File: src/hdl/tpw_regs.svh
// Register offsets, field positions, reset values and timing constants
`ifndef TPW_REGS_SVH
`define TPW_REGS_SVH

// ----------------------------------------------------------------
// Register byte offsets on the bus (one aligned word each)
// ----------------------------------------------------------------
`define TPW_OFS_CTRL_ONE 8'h00
`define TPW_OFS_CTRL_TWO 8'h04
`define TPW_OFS_STATUS 8'h08
`define TPW_OFS_CNT_HI 8'h0C
`define TPW_OFS_CNT_LO 8'h10
`define TPW_OFS_CMP1_HI 8'h14
`define TPW_OFS_CMP1_LO 8'h18
`define TPW_OFS_CMP2_HI 8'h1C
`define TPW_OFS_CMP2_LO 8'h20
`define TPW_OFS_CAP1_HI 8'h24
`define TPW_OFS_CAP1_LO 8'h28
`define TPW_OFS_CAP2_HI 8'h2C
`define TPW_OFS_CAP2_LO 8'h30

// ----------------------------------------------------------------
// Field positions
// ----------------------------------------------------------------
// timer_control_one
`define TPW_C1_LVL1 0
`define TPW_C1_LVL2 1
`define TPW_C1_IRQ_EN 7
// timer_control_two
`define TPW_C2_SEL_LO 2
`define TPW_C2_SEL_HI 3
`define TPW_C2_PWM 4
`define TPW_C2_OPM 5
`define TPW_C2_OUT_EN 7
// status (write one to clear)
`define TPW_ST_CAP2 4
`define TPW_ST_CMP2 5
`define TPW_ST_CMP1 6
`define TPW_ST_CAP1 7

// ----------------------------------------------------------------
// Reset and reload values
// ----------------------------------------------------------------
`define TPW_CNT_RELOAD 16'hFFFC
`define TPW_CNT_RESET 16'hFFFC
`define TPW_CMP_RESET 8'hFF
`define TPW_BYTE_ZERO 8'h00
`define TPW_WORD_ZERO 32'h0000_0000
`define TPW_CNT_ONE 16'h0001

// ----------------------------------------------------------------
// Prescale terminal counts (factor minus one)
// ----------------------------------------------------------------
`define TPW_PRE_DIV2 3'h1
`define TPW_PRE_DIV4 3'h3
`define TPW_PRE_DIV8 3'h7
`define TPW_PRE_ZERO 3'h0

`endif

File: src/hdl/tpw_pkg.sv
// Types shared by the timer PWM block
package tpw_pkg;

    // Timer clock source, coded as the two-bit select field
    typedef enum logic [1:0] {
        TPW_CLK_DIV4 = 2'b00,
        TPW_CLK_DIV2 = 2'b01,
        TPW_CLK_DIV8 = 2'b10,
        TPW_CLK_EXT = 2'b11
    } tpw_clk_sel_e;

    // A 16-bit value kept as two separate byte registers
    typedef struct packed {
        logic [7:0] hi;
        logic [7:0] lo;
    } tpw_pair_s;

    // Control bits from the two control registers
    typedef struct packed {
        logic irq_en;
        logic out_en;
        logic pwm;
        logic one_pulse_mode;
        logic lvl2;
        logic lvl1;
        tpw_clk_sel_e sel;
    } tpw_ctrl_s;

endpackage : tpw_pkg

File: src/hdl/tpw_timer.sv
// Timer with pulse width modulation mode and a classic Wishbone slave
//
// Chosen here: the Wishbone slave port and the register addresses.
`include "tpw_regs.svh"

// Functional notes
// - Period comes from second compare, pulse edge from first compare.
// - PWM mode owns compare one and compare two registers.
// - Compare values double buffered; loaded at second compare match.
// - First compare match drives pin to first match level.
// - Second compare match drives pin to second match level.
// - Output enable routes pin to compare output, not port data.
// - Counter clocked by CPU clock divided by 2, 4 or 8.
// - External clock: one count per period; time is value plus five.
// - Level one high, level two low gives pulse of compare difference.
// - Equal levels hold the pin constant.
// - Second compare match reloads counter with FFFC.
// - High byte write inhibits compare until low byte written.
// - Compare flags never set in PWM mode.
// - Second compare match sets capture one flag; may interrupt.
// - Capture one input disconnected in PWM; capture two still works.
// - PWM and one-pulse both set: only PWM acts.
// - Read-only low byte of the capture one value.
// - Compare values held as byte pairs, compared bytewise.
module tpw_timer (
    input wire logic clk_i,
    input wire logic rst_i,
    input wire logic ce_i,
    input wire logic wb_cyc_i,
    input wire logic wb_stb_i,
    input wire logic wb_we_i,
    input wire logic [7:0] wb_adr_i,
    input wire logic [3:0] wb_sel_i,
    input wire logic [31:0] wb_dat_i,
    output logic [31:0] wb_dat_o,
    output logic wb_ack_o,
    input wire logic ext_clk_i,
    input wire logic capture_one_input_i,
    input wire logic capture_two_input_i,
    input wire logic cpu_irq_mask_i,
    input wire logic port_data_i,
    output logic pwm_output_pin_o,
    output logic pin_select_o,
    output logic timer_irq_o
);

    // ------------------------------------------------------------
    // Functions
    // ------------------------------------------------------------

    // Prescaler terminal count for a clock source
    function automatic logic [2:0] pre_last(
        input tpw_pkg::tpw_clk_sel_e sel
    );
        logic [2:0] r;
        r = `TPW_PRE_DIV4;
        case (sel)
            tpw_pkg::TPW_CLK_DIV2: r = `TPW_PRE_DIV2;
            tpw_pkg::TPW_CLK_DIV8: r = `TPW_PRE_DIV8;
            default: r = `TPW_PRE_DIV4;
        endcase
        return r;
    endfunction : pre_last

    // Byte-wise match of the counter against a compare pair
    function automatic logic pair_match(
        input logic [15:0] cnt,
        input tpw_pkg::tpw_pair_s cmp
    );
        return (cnt[15:8] == cmp.hi) && (cnt[7:0] == cmp.lo);
    endfunction : pair_match

    // Zero-extend a register byte onto the bus
    function automatic logic [31:0] to_word(input logic [7:0] b);
        return {24'h00_0000, b};
    endfunction : to_word

    // ------------------------------------------------------------
    // State
    // ------------------------------------------------------------
    tpw_pkg::tpw_ctrl_s ctrl_q;
    tpw_pkg::tpw_pair_s cmp1_sh_q;
    tpw_pkg::tpw_pair_s cmp2_sh_q;
    tpw_pkg::tpw_pair_s cmp1_act_q;
    tpw_pkg::tpw_pair_s cmp2_act_q;
    tpw_pkg::tpw_pair_s cap1_q;
    tpw_pkg::tpw_pair_s cap2_q;
    logic inh1_q;
    logic inh2_q;
    logic [15:0] cnt_q;
    logic [2:0] pre_q;
    logic ext_prev_q;
    logic cap1_prev_q;
    logic cap2_prev_q;
    logic out_q;
    logic flag_cap1_q;
    logic flag_cap2_q;
    logic flag_cmp1_q;
    logic flag_cmp2_q;
    logic ack_q;
    logic [31:0] dat_q;

    // ------------------------------------------------------------
    // Bus decode
    // ------------------------------------------------------------
    logic req;
    logic wr;
    logic rd;
    logic wr_lane;
    logic pwm_mode;
    logic tick;
    logic hit1;
    logic hit2;
    logic cap1_edge;
    logic cap2_edge;

    // A request is taken once; ack_q blocks the repeat cycle
    assign req = wb_cyc_i && wb_stb_i && !ack_q && ce_i;
    assign wr_lane = req && wb_we_i && wb_sel_i[0];
    assign wr = wr_lane;
    assign rd = req && !wb_we_i;

    // One-pulse mode is ignored whenever PWM is set
    assign pwm_mode = ctrl_q.pwm;

    // ------------------------------------------------------------
    // Timer clock tick
    // ------------------------------------------------------------

    // Internal source: prescaler wraps at its terminal count
    always_ff @(posedge clk_i) begin
        if (rst_i) begin
            pre_q <= `TPW_PRE_ZERO;
        end else if (ce_i) begin
            if (pre_q >= pre_last(ctrl_q.sel)) begin
                pre_q <= `TPW_PRE_ZERO;
            end else begin
                pre_q <= pre_q + 3'h1;
            end
        end
    end

    // Edge history for the external clock and capture pins
    always_ff @(posedge clk_i) begin
        if (rst_i) begin
            ext_prev_q <= 1'b0;
            cap1_prev_q <= 1'b0;
            cap2_prev_q <= 1'b0;
        end else if (ce_i) begin
            ext_prev_q <= ext_clk_i;
            cap1_prev_q <= capture_one_input_i;
            cap2_prev_q <= capture_two_input_i;
        end
    end

    // External source counts one step per rising edge
    always_comb begin
        if (ctrl_q.sel == tpw_pkg::TPW_CLK_EXT) begin
            tick = ce_i && ext_clk_i && !ext_prev_q;
        end else begin
            tick = ce_i && (pre_q >= pre_last(ctrl_q.sel));
        end
    end

    // ------------------------------------------------------------
    // Compare matches
    // ------------------------------------------------------------

    // A match is seen on the tick that leaves the matching count;
    // an inhibited channel, halfway through a two-byte write, is
    // kept quiet so a torn value cannot fire until the low byte is written
    assign hit1 = tick && !inh1_q && pair_match(cnt_q, cmp1_act_q);
    assign hit2 = tick && !inh2_q && pair_match(cnt_q, cmp2_act_q);

    // Capture edges; capture one is cut off in PWM mode
    assign cap1_edge = ce_i && !pwm_mode &&
                       capture_one_input_i && !cap1_prev_q;
    assign cap2_edge = ce_i && capture_two_input_i && !cap2_prev_q;

    // ------------------------------------------------------------
    // Counter
    // ------------------------------------------------------------

    // Period end reloads; otherwise count and wrap naturally
    always_ff @(posedge clk_i) begin
        if (rst_i) begin
            cnt_q <= `TPW_CNT_RESET;
        end else if (pwm_mode && hit2) begin
            cnt_q <= `TPW_CNT_RELOAD;
        end else if (tick) begin
            cnt_q <= cnt_q + `TPW_CNT_ONE;
        end
    end

    // ------------------------------------------------------------
    // Control registers
    // ------------------------------------------------------------

    // Levels, enables, mode and clock select
    always_ff @(posedge clk_i) begin
        if (rst_i) begin
            ctrl_q <= '0;
        end else if (wr && wb_adr_i == `TPW_OFS_CTRL_ONE) begin
            ctrl_q.lvl1 <= wb_dat_i[`TPW_C1_LVL1];
            ctrl_q.lvl2 <= wb_dat_i[`TPW_C1_LVL2];
            ctrl_q.irq_en <= wb_dat_i[`TPW_C1_IRQ_EN];
        end else if (wr && wb_adr_i == `TPW_OFS_CTRL_TWO) begin
            ctrl_q.sel <= tpw_pkg::tpw_clk_sel_e'(
                wb_dat_i[`TPW_C2_SEL_HI:`TPW_C2_SEL_LO]);
            ctrl_q.pwm <= wb_dat_i[`TPW_C2_PWM];
            ctrl_q.one_pulse_mode <= wb_dat_i[`TPW_C2_OPM];
            ctrl_q.out_en <= wb_dat_i[`TPW_C2_OUT_EN];
        end
    end

    // ------------------------------------------------------------
    // Compare registers
    // ------------------------------------------------------------

    // Software-side copies; high byte write opens an inhibit window
    always_ff @(posedge clk_i) begin
        if (rst_i) begin
            cmp1_sh_q <= {`TPW_CMP_RESET, `TPW_CMP_RESET};
            cmp2_sh_q <= {`TPW_CMP_RESET, `TPW_CMP_RESET};
            inh1_q <= 1'b0;
            inh2_q <= 1'b0;
        end else if (wr) begin
            case (wb_adr_i)
                `TPW_OFS_CMP1_HI: begin
                    cmp1_sh_q.hi <= wb_dat_i[7:0];
                    inh1_q <= 1'b1;
                end
                `TPW_OFS_CMP1_LO: begin
                    cmp1_sh_q.lo <= wb_dat_i[7:0];
                    inh1_q <= 1'b0;
                end
                `TPW_OFS_CMP2_HI: begin
                    cmp2_sh_q.hi <= wb_dat_i[7:0];
                    inh2_q <= 1'b1;
                end
                `TPW_OFS_CMP2_LO: begin
                    cmp2_sh_q.lo <= wb_dat_i[7:0];
                    inh2_q <= 1'b0;
                end
                default: begin
                    inh1_q <= inh1_q;
                end
            endcase
        end
    end

    // Active copies: follow software outside PWM, and in PWM only
    // move at the period end so a mid-period write cannot glitch
    always_ff @(posedge clk_i) begin
        if (rst_i) begin
            cmp1_act_q <= {`TPW_CMP_RESET, `TPW_CMP_RESET};
            cmp2_act_q <= {`TPW_CMP_RESET, `TPW_CMP_RESET};
        end else if (ce_i && (!pwm_mode || hit2)) begin
            cmp1_act_q <= cmp1_sh_q;
            cmp2_act_q <= cmp2_sh_q;
        end
    end

    // ------------------------------------------------------------
    // Output level
    // ------------------------------------------------------------

    // Period end wins over the pulse edge when both hit together;
    // equal levels therefore leave the pin constant
    always_ff @(posedge clk_i) begin
        if (rst_i) begin
            out_q <= 1'b0;
        end else if (pwm_mode && hit2) begin
            out_q <= ctrl_q.lvl2;
        end else if (hit1) begin
            out_q <= ctrl_q.lvl1;
        end
    end

    // Pin mux: compare output or ordinary port data
    always_comb begin
        pin_select_o = ctrl_q.out_en;
        if (ctrl_q.out_en) begin
            pwm_output_pin_o = out_q;
        end else begin
            pwm_output_pin_o = port_data_i;
        end
    end

    // ------------------------------------------------------------
    // Capture registers
    // ------------------------------------------------------------

    // Capture one latches the count on its pin edge outside PWM
    always_ff @(posedge clk_i) begin
        if (rst_i) begin
            cap1_q <= '0;
        end else if (cap1_edge) begin
            cap1_q <= cnt_q;
        end
    end

    // Capture two keeps working in every mode
    always_ff @(posedge clk_i) begin
        if (rst_i) begin
            cap2_q <= '0;
        end else if (cap2_edge) begin
            cap2_q <= cnt_q;
        end
    end

    // ------------------------------------------------------------
    // Status flags
    // ------------------------------------------------------------

    // Write one clears; a set in the same cycle wins so no event
    // is lost between software reading and clearing
    logic st_clr;
    assign st_clr = wr && (wb_adr_i == `TPW_OFS_STATUS);

    always_ff @(posedge clk_i) begin
        if (rst_i) begin
            flag_cap1_q <= 1'b0;
            flag_cap2_q <= 1'b0;
            flag_cmp1_q <= 1'b0;
            flag_cmp2_q <= 1'b0;
        end else begin
            flag_cap1_q <= (flag_cap1_q &&
                            !(st_clr && wb_dat_i[`TPW_ST_CAP1])) ||
                           (pwm_mode && hit2) || cap1_edge;
            flag_cap2_q <= (flag_cap2_q &&
                            !(st_clr && wb_dat_i[`TPW_ST_CAP2])) ||
                           cap2_edge;
            flag_cmp1_q <= (flag_cmp1_q &&
                            !(st_clr && wb_dat_i[`TPW_ST_CMP1])) ||
                           (!pwm_mode && hit1);
            flag_cmp2_q <= (flag_cmp2_q &&
                            !(st_clr && wb_dat_i[`TPW_ST_CMP2])) ||
                           (!pwm_mode && hit2);
        end
    end

    // Capture interrupt, gated by enable and the CPU mask
    assign timer_irq_o = flag_cap1_q && ctrl_q.irq_en &&
                         !cpu_irq_mask_i;

    // ------------------------------------------------------------
    // Wishbone answer
    // ------------------------------------------------------------

    // Single wait-free answer: ack one cycle after the request,
    // dropped the next cycle; unmapped reads return zero
    always_ff @(posedge clk_i) begin
        if (rst_i) begin
            ack_q <= 1'b0;
        end else begin
            ack_q <= req;
        end
    end

    always_ff @(posedge clk_i) begin
        if (rst_i) begin
            dat_q <= `TPW_WORD_ZERO;
        end else if (rd) begin
            case (wb_adr_i)
                `TPW_OFS_CTRL_ONE:
                    dat_q <= to_word({ctrl_q.irq_en, 5'h00,
                                      ctrl_q.lvl2, ctrl_q.lvl1});
                `TPW_OFS_CTRL_TWO:
                    dat_q <= to_word({ctrl_q.out_en, 1'b0, ctrl_q.one_pulse_mode,
                                      ctrl_q.pwm, ctrl_q.sel, 2'h0});
                `TPW_OFS_STATUS:
                    dat_q <= to_word({flag_cap1_q, flag_cmp1_q,
                                      flag_cmp2_q, flag_cap2_q, 4'h0});
                `TPW_OFS_CNT_HI: dat_q <= to_word(cnt_q[15:8]);
                `TPW_OFS_CNT_LO: dat_q <= to_word(cnt_q[7:0]);
                `TPW_OFS_CMP1_HI: dat_q <= to_word(cmp1_sh_q.hi);
                `TPW_OFS_CMP1_LO: dat_q <= to_word(cmp1_sh_q.lo);
                `TPW_OFS_CMP2_HI: dat_q <= to_word(cmp2_sh_q.hi);
                `TPW_OFS_CMP2_LO: dat_q <= to_word(cmp2_sh_q.lo);
                `TPW_OFS_CAP1_HI: dat_q <= to_word(cap1_q.hi);
                `TPW_OFS_CAP1_LO: dat_q <= to_word(cap1_q.lo);
                `TPW_OFS_CAP2_HI: dat_q <= to_word(cap2_q.hi);
                `TPW_OFS_CAP2_LO: dat_q <= to_word(cap2_q.lo);
                default: dat_q <= `TPW_WORD_ZERO;
            endcase
        end
    end

    assign wb_ack_o = ack_q;
    assign wb_dat_o = dat_q;

endmodule : tpw_timer

File: config.mk
export PLATFORM = sky130hd
export DESIGN_NAME = tpw_timer
export DESIGN_NICKNAME = d
export VERILOG_FILES = /design/src/hdl/tpw_pkg.sv /design/src/hdl/tpw_timer.sv
export VERILOG_INCLUDE_DIRS = /design/src /design/src/hdl
export SDC_FILE = /design/constraint.sdc
export NUM_CORES = 1
export LEC_CHECK = 0
export BUFFER_PORTS_ARGS = -buffer_cell sky130_fd_sc_hd__buf_4
export CORE_MARGIN = 2
export CORE_UTILIZATION = 53
export CTS_CLUSTER_SIZE = 28
export DETAILED_ROUTE_END_ITERATION = 7
export MAX_ROUTING_LAYER = met4
export PLACE_DENSITY = 0.77
export SLEW_MARGIN = 20
export SYNTH_ARGS = -nofsm -noshare
export SYNTH_HDL_FRONTEND = slang
export SYNTH_SLANG_ARGS = --single-unit
File: constraint.sdc
create_clock -name clk_i -period 7.4 [get_ports clk_i]
set_clock_uncertainty 0.1 [all_clocks]
set_input_delay 2.22 -clock clk_i [delete_from_list [all_inputs] [get_ports clk_i]]
set_output_delay 2.22 -clock clk_i [all_outputs]
set_load 0.05 [all_outputs]
# == Yosys cells after proc, flatten, opt, wreduce, memory -nomap -nowiden ==
# Cells that the tools add are included.
# classes
addsub,2
mul,0
div_mod_pow,0
magnitude_cmp,2
n_eq_ne,19
n_shift,0
muxes,12
bitwise_logic,1
reduce_logical,68
# ops
op,n
8-bit case mux with 13 select lines,1
"8-bit by 6-bit == test with 1-bit output, second input constant",5
1-bit logical AND,37
"8-bit by 5-bit == test with 1-bit output, second input constant",4
8-bit == test,4
"16-bit by 1-bit adder with 16-bit output, second input constant",1
"8-bit by 4-bit == test with 1-bit output, second input constant",2
2-bit AND reduction,7
1-bit zero test,13
3-bit two-way mux,4
"8-bit by 3-bit == test with 1-bit output, second input constant",1
8-bit zero test,1
3-bit >= comparator,2
1-bit logical OR,6
3-bit case mux with 2 select lines,1
2-bit nonzero test,3
"2-bit == test, second input constant",2
1-bit two-way mux,4
1-bit case mux with 2 select lines,2
"3-bit by 1-bit adder with 3-bit output, second input constant",1
"2-bit by 1-bit == test with 1-bit output, second input constant",1
2-bit OR reduction,1
1-bit NOT,1
# word_totals
register_bits,166
latch_bits,0
ramBits,0
rom_bits,0
in_bits,55
out_inout_bits,36
wordCells,137
mem_count,0

# == Depth between registers and ports, before layout ==
# depth
ltp_word,11
mapped_depth,9
ltp_nobuf,7

# == Least setup slack after synthesis ==
# No wires, ideal clock.
# synth_timing
path_kind,in2out
startpoint,input port cpu_irq_mask_i
endpoint,output port timer_irq_o
t_arrival_ns,2.874
required_time_ns,5.080
setup_slack_ns,2.206
stages,1
path_cell_list,nor2_1
# synth_via
elab_chain_cells,2
# synth_rtl
item,line,rtl
from (decl),tpw_timer.sv:40,"input wire logic cpu_irq_mask_i,"
1-bit zero test,tpw_timer.sv:345,!cpu_irq_mask_i;
1-bit logical AND,tpw_timer.sv:344,assign timer_irq_o = flag_cap1_q && ctrl_q.irq_en &&
to (decl),tpw_timer.sv:44,output logic timer_irq_o
# Every way passes these cells.

# == Worst setup path in the final report ==
# layout_timing
startpoint,input port port_data_i
endpoint,output port pwm_output_pin_o
# layout_via
elab_chain_cells,1
# layout_rtl
item,line,rtl
from (decl),tpw_timer.sv:41,"input wire logic port_data_i,"
1-bit two-way mux,tpw_timer.sv:283,if (ctrl_q.out_en) begin
to (decl),tpw_timer.sv:42,"output logic pwm_output_pin_o,"
# Every way passes these cells.

==> run summary <==
post-synthesis cell area - 7230 um^2
overall power - 1.84 mW
Synth cell types - 71
Slew @ Worst Pin - 0.926 ns
die area - 14600 um^2
Net Switching - 429 uW
Final setup viols - 0
Post-synth ARST share - 0%
cell count after synthesis - 828
clock network power share - 48.7%
DRT iter0 DRCs - 630
Int Pwr - 1.41 mW
H-Tree Depth - 4
clk slew on worst S/H paths - 0.06 ns
via count - 6063
Max Clock Freq - 196 MHz
initial core utilization - 54.4%
Lkg Pwr - 3.00 nW
number of enable flip-flop cells after synthesis - 0
Pins Over Slew Limit - 0
Die Y-Extent - 121 um
Synth area leaders - dfxtp_1 39%, mux2i_1 10%, nand2_1 7.3%
VDD IR max - 0.161 mV
ANT cells - 0
Max-Cap Viols - 0
Final Hold Vio Count - 0
Worst R2R Setup Slack - 4.13 ns
flops & latches, synth - 142
CTS-repair resized insts - 0
Switching Share - 23.3%
clk buf depth - 2
r2r endpoint - cmp2_act_q[2]
status - completed
final hold slack - 0.353 ns
Ports - 91
PwrDens - 230 nW/um^2
share of the synthesized area in the top cell type - 39.3%
Critical Path AT - 2.77 ns
WS Path Type - in2out
die width - 121 um
TritonCTS clock tree - yes
row cnt - 42
first-pass GRT wire length - 32100 um
period utilization - 68.8%
number of CTS-inserted buffers - 17
multi-input logic area - 3930 um^2
hold wc startpoint - cap1_q[7]
FF+latch area - 2840 um^2
setup TNS - 0 ns
worst flop-to-flop path startpoint - ctrl_q[0]
core area - 13300 um^2
Hold Path Stages - 2
largest net degree at the start of global routing - 66
nets@finish - 885
DRT Pass-1 Iters - 5
post-synthesis sequential area ratio - 39.3%
Reg2Reg Depth - 10
# Post-CTS Setup Buffers - 0
Hold WC Path Type - reg2reg
Hold EP - cap1_q[7]
clock root cell - clkbuf_16
Max-slew headroom - 37.8%
Syn Area/Cell - 8.73 um^2
CTS Hold Bufs - 0
DR vias/cell - 5.99
vias in the first global route - 5606
combinational power share - 8.3%
synthesis warning total - 0
Tot GR Track Use - 30.2%
total gr overflow - 0
Min Clock Period, post-route - 5.09 ns
Antenna Nets Post-Route - 0
clk sinks - 142
Startpoint Class - input port
critical path fanouts, max - 1
Reg power frac - 43.0%
Top FF cell, synth - dfxtp_1
RD Place Congestion - 1.00
Buffers on Ports - 39
Critical Path Sink Type - output pin
share of post-route cells with drive strength above 1 - 12.5%
DRC - 0
Filler cells - 1179
Layout area overhead - 10.6%
clk_lat worst skew - 0.43 ns
CP required - 5.08 ns
dpl hpwl - 13900 um
antenna violations before repair - 0
RSZ-0062 raised after global routing - no
final wirelength - 20600 um
Finished Core Util - 60.1%
DR WL/cell - 20.3 um
area leader, netlist - dfxtp_1
[worst max-delay path by stage]
stage	start	endpoint	slack [ns]	depth (start not counted)
final	port_data_i	pwm_output_pin_o	2.31	3
after global routing	port_data_i	pwm_output_pin_o	2.30	3
after CTS	port_data_i	pwm_output_pin_o	2.31	3
after detailed placement	port_data_i	pwm_output_pin_o	2.31	3
after global placement	port_data_i	pwm_output_pin_o	2.32	3
after floorplan	cpu_irq_mask_i	timer_irq_o	2.21	1
[flip-flops by register name, summed over array words and instances (netlist names), 3 cells and up]
name and flops:
cap1_q 16, cap2_q 16, cmp1_act_q 16, cmp1_sh_q 16
cmp2_act_q 16, cmp2_sh_q 16, cnt_q 16, wb_dat_o 8
ctrl_q 6, pre_q 3
[cells in the mapped netlist (6+ instances only)]
cell,number
dfxtp_1,142
nand2_1,141
nor2_1,78
mux2i_1,72
a21oi_1,42
clkbuf_1,37
xor2_1,30
buf_4,27
o211ai_1,26
xnor2_1,17
buf_2,16
a22oi_1,13
inv_1,9
mux2_2,9
nor3_1,9
o21ai_1,9
buf_6,8
nand4_1,8
nand3_1,7
nor2b_1,7
nand3b_1,6
nor4_2,6
o21ai_0,6
[critical path, cell delays in order]
cell	delay, ns
buf_4	0.11
mux2_2	0.26
buf_4	0.19
[kinds of logic (layout without fill, tap and decap cells)]
logic type      count (synthesis)  after routing  share of synthesized area (%)
simple gates                  311            311                           21.4
xor+xnor                       47             47                           5.69
buf+inv                       100             86                           7.70
fa+ha+maj                       4              4                          0.692
compound gates                137            137                           12.9
mux                            86             86                           12.3
flops                         142            142                           39.3
other cells                     1             24                         0.0519
[cells in the final DEF (no fill, tap or decap), types with 4 or more instances in the layout]
cell       instances
o211ai_1          26
and2_1             5
clkbuf_16         17
a211oi_1           4
nand3_1            7
mux2_1             4
nor2b_1            7
o21ai_0            6
bufinv_16          4
o2111ai_1          5
nor4_1             4
dfxtp_1          142
a22oi_1           13
nand2_1          141
a21oi_1           42
ha_1               4
and3_1             4
nor3_1             9
buf_4             47
conb_1            24
nor2_1            78
xor2_1            30
mux2_2             9
mux2i_1           72
nor4_2             6
inv_1              9
nand4_1            8
a22o_1             5
xnor2_1           17
o21ai_1            9
nand3b_1           6
[per-stage QoR]
step | instances | worst slack [ns] | instance area (um^2)
final | 1013 | 2.31 | 8000
after global routing | 1013 | 2.30 | 8000
after CTS | 1013 | 2.31 | 8000
after detailed placement | 983 | 2.31 | 7380
after global placement | 983 | 2.32 | 7380
after floorplan | 851 | 2.21 | 7320
[layout make-up]
cell class | instances | area share (%)
multi-input combinational | 609 | 49.2
sequential | 142 | 35.6
clock buffer | 23 | 5.98
timing repair buffer | 47 | 4.41
tap | 176 | 2.75
clock inverter | 7 | 1.69
inverter | 9 | 0.423
[metal layers]
layer,share of wire [%],track usage (%),up-vias
met5,0,-,-
met4,2.8,11.6,0
met3,9.2,8.11,40
met2,45,44.0,311
met1,43,40.1,2870
li1,-,-,2842
[power by group through the flow]
stage          clock [mW]  sequential [mW]  combinational [mW]
2_1_floorplan           0            0.803               0.121
3_3_place_gp            0            0.806               0.147
3_5_place_dp            0            0.807               0.149
4_1_cts             0.904            0.791               0.150
5_1_grt             0.939            0.792               0.163
6_report            0.896            0.791               0.152
(Power assumes the default switching activity.)
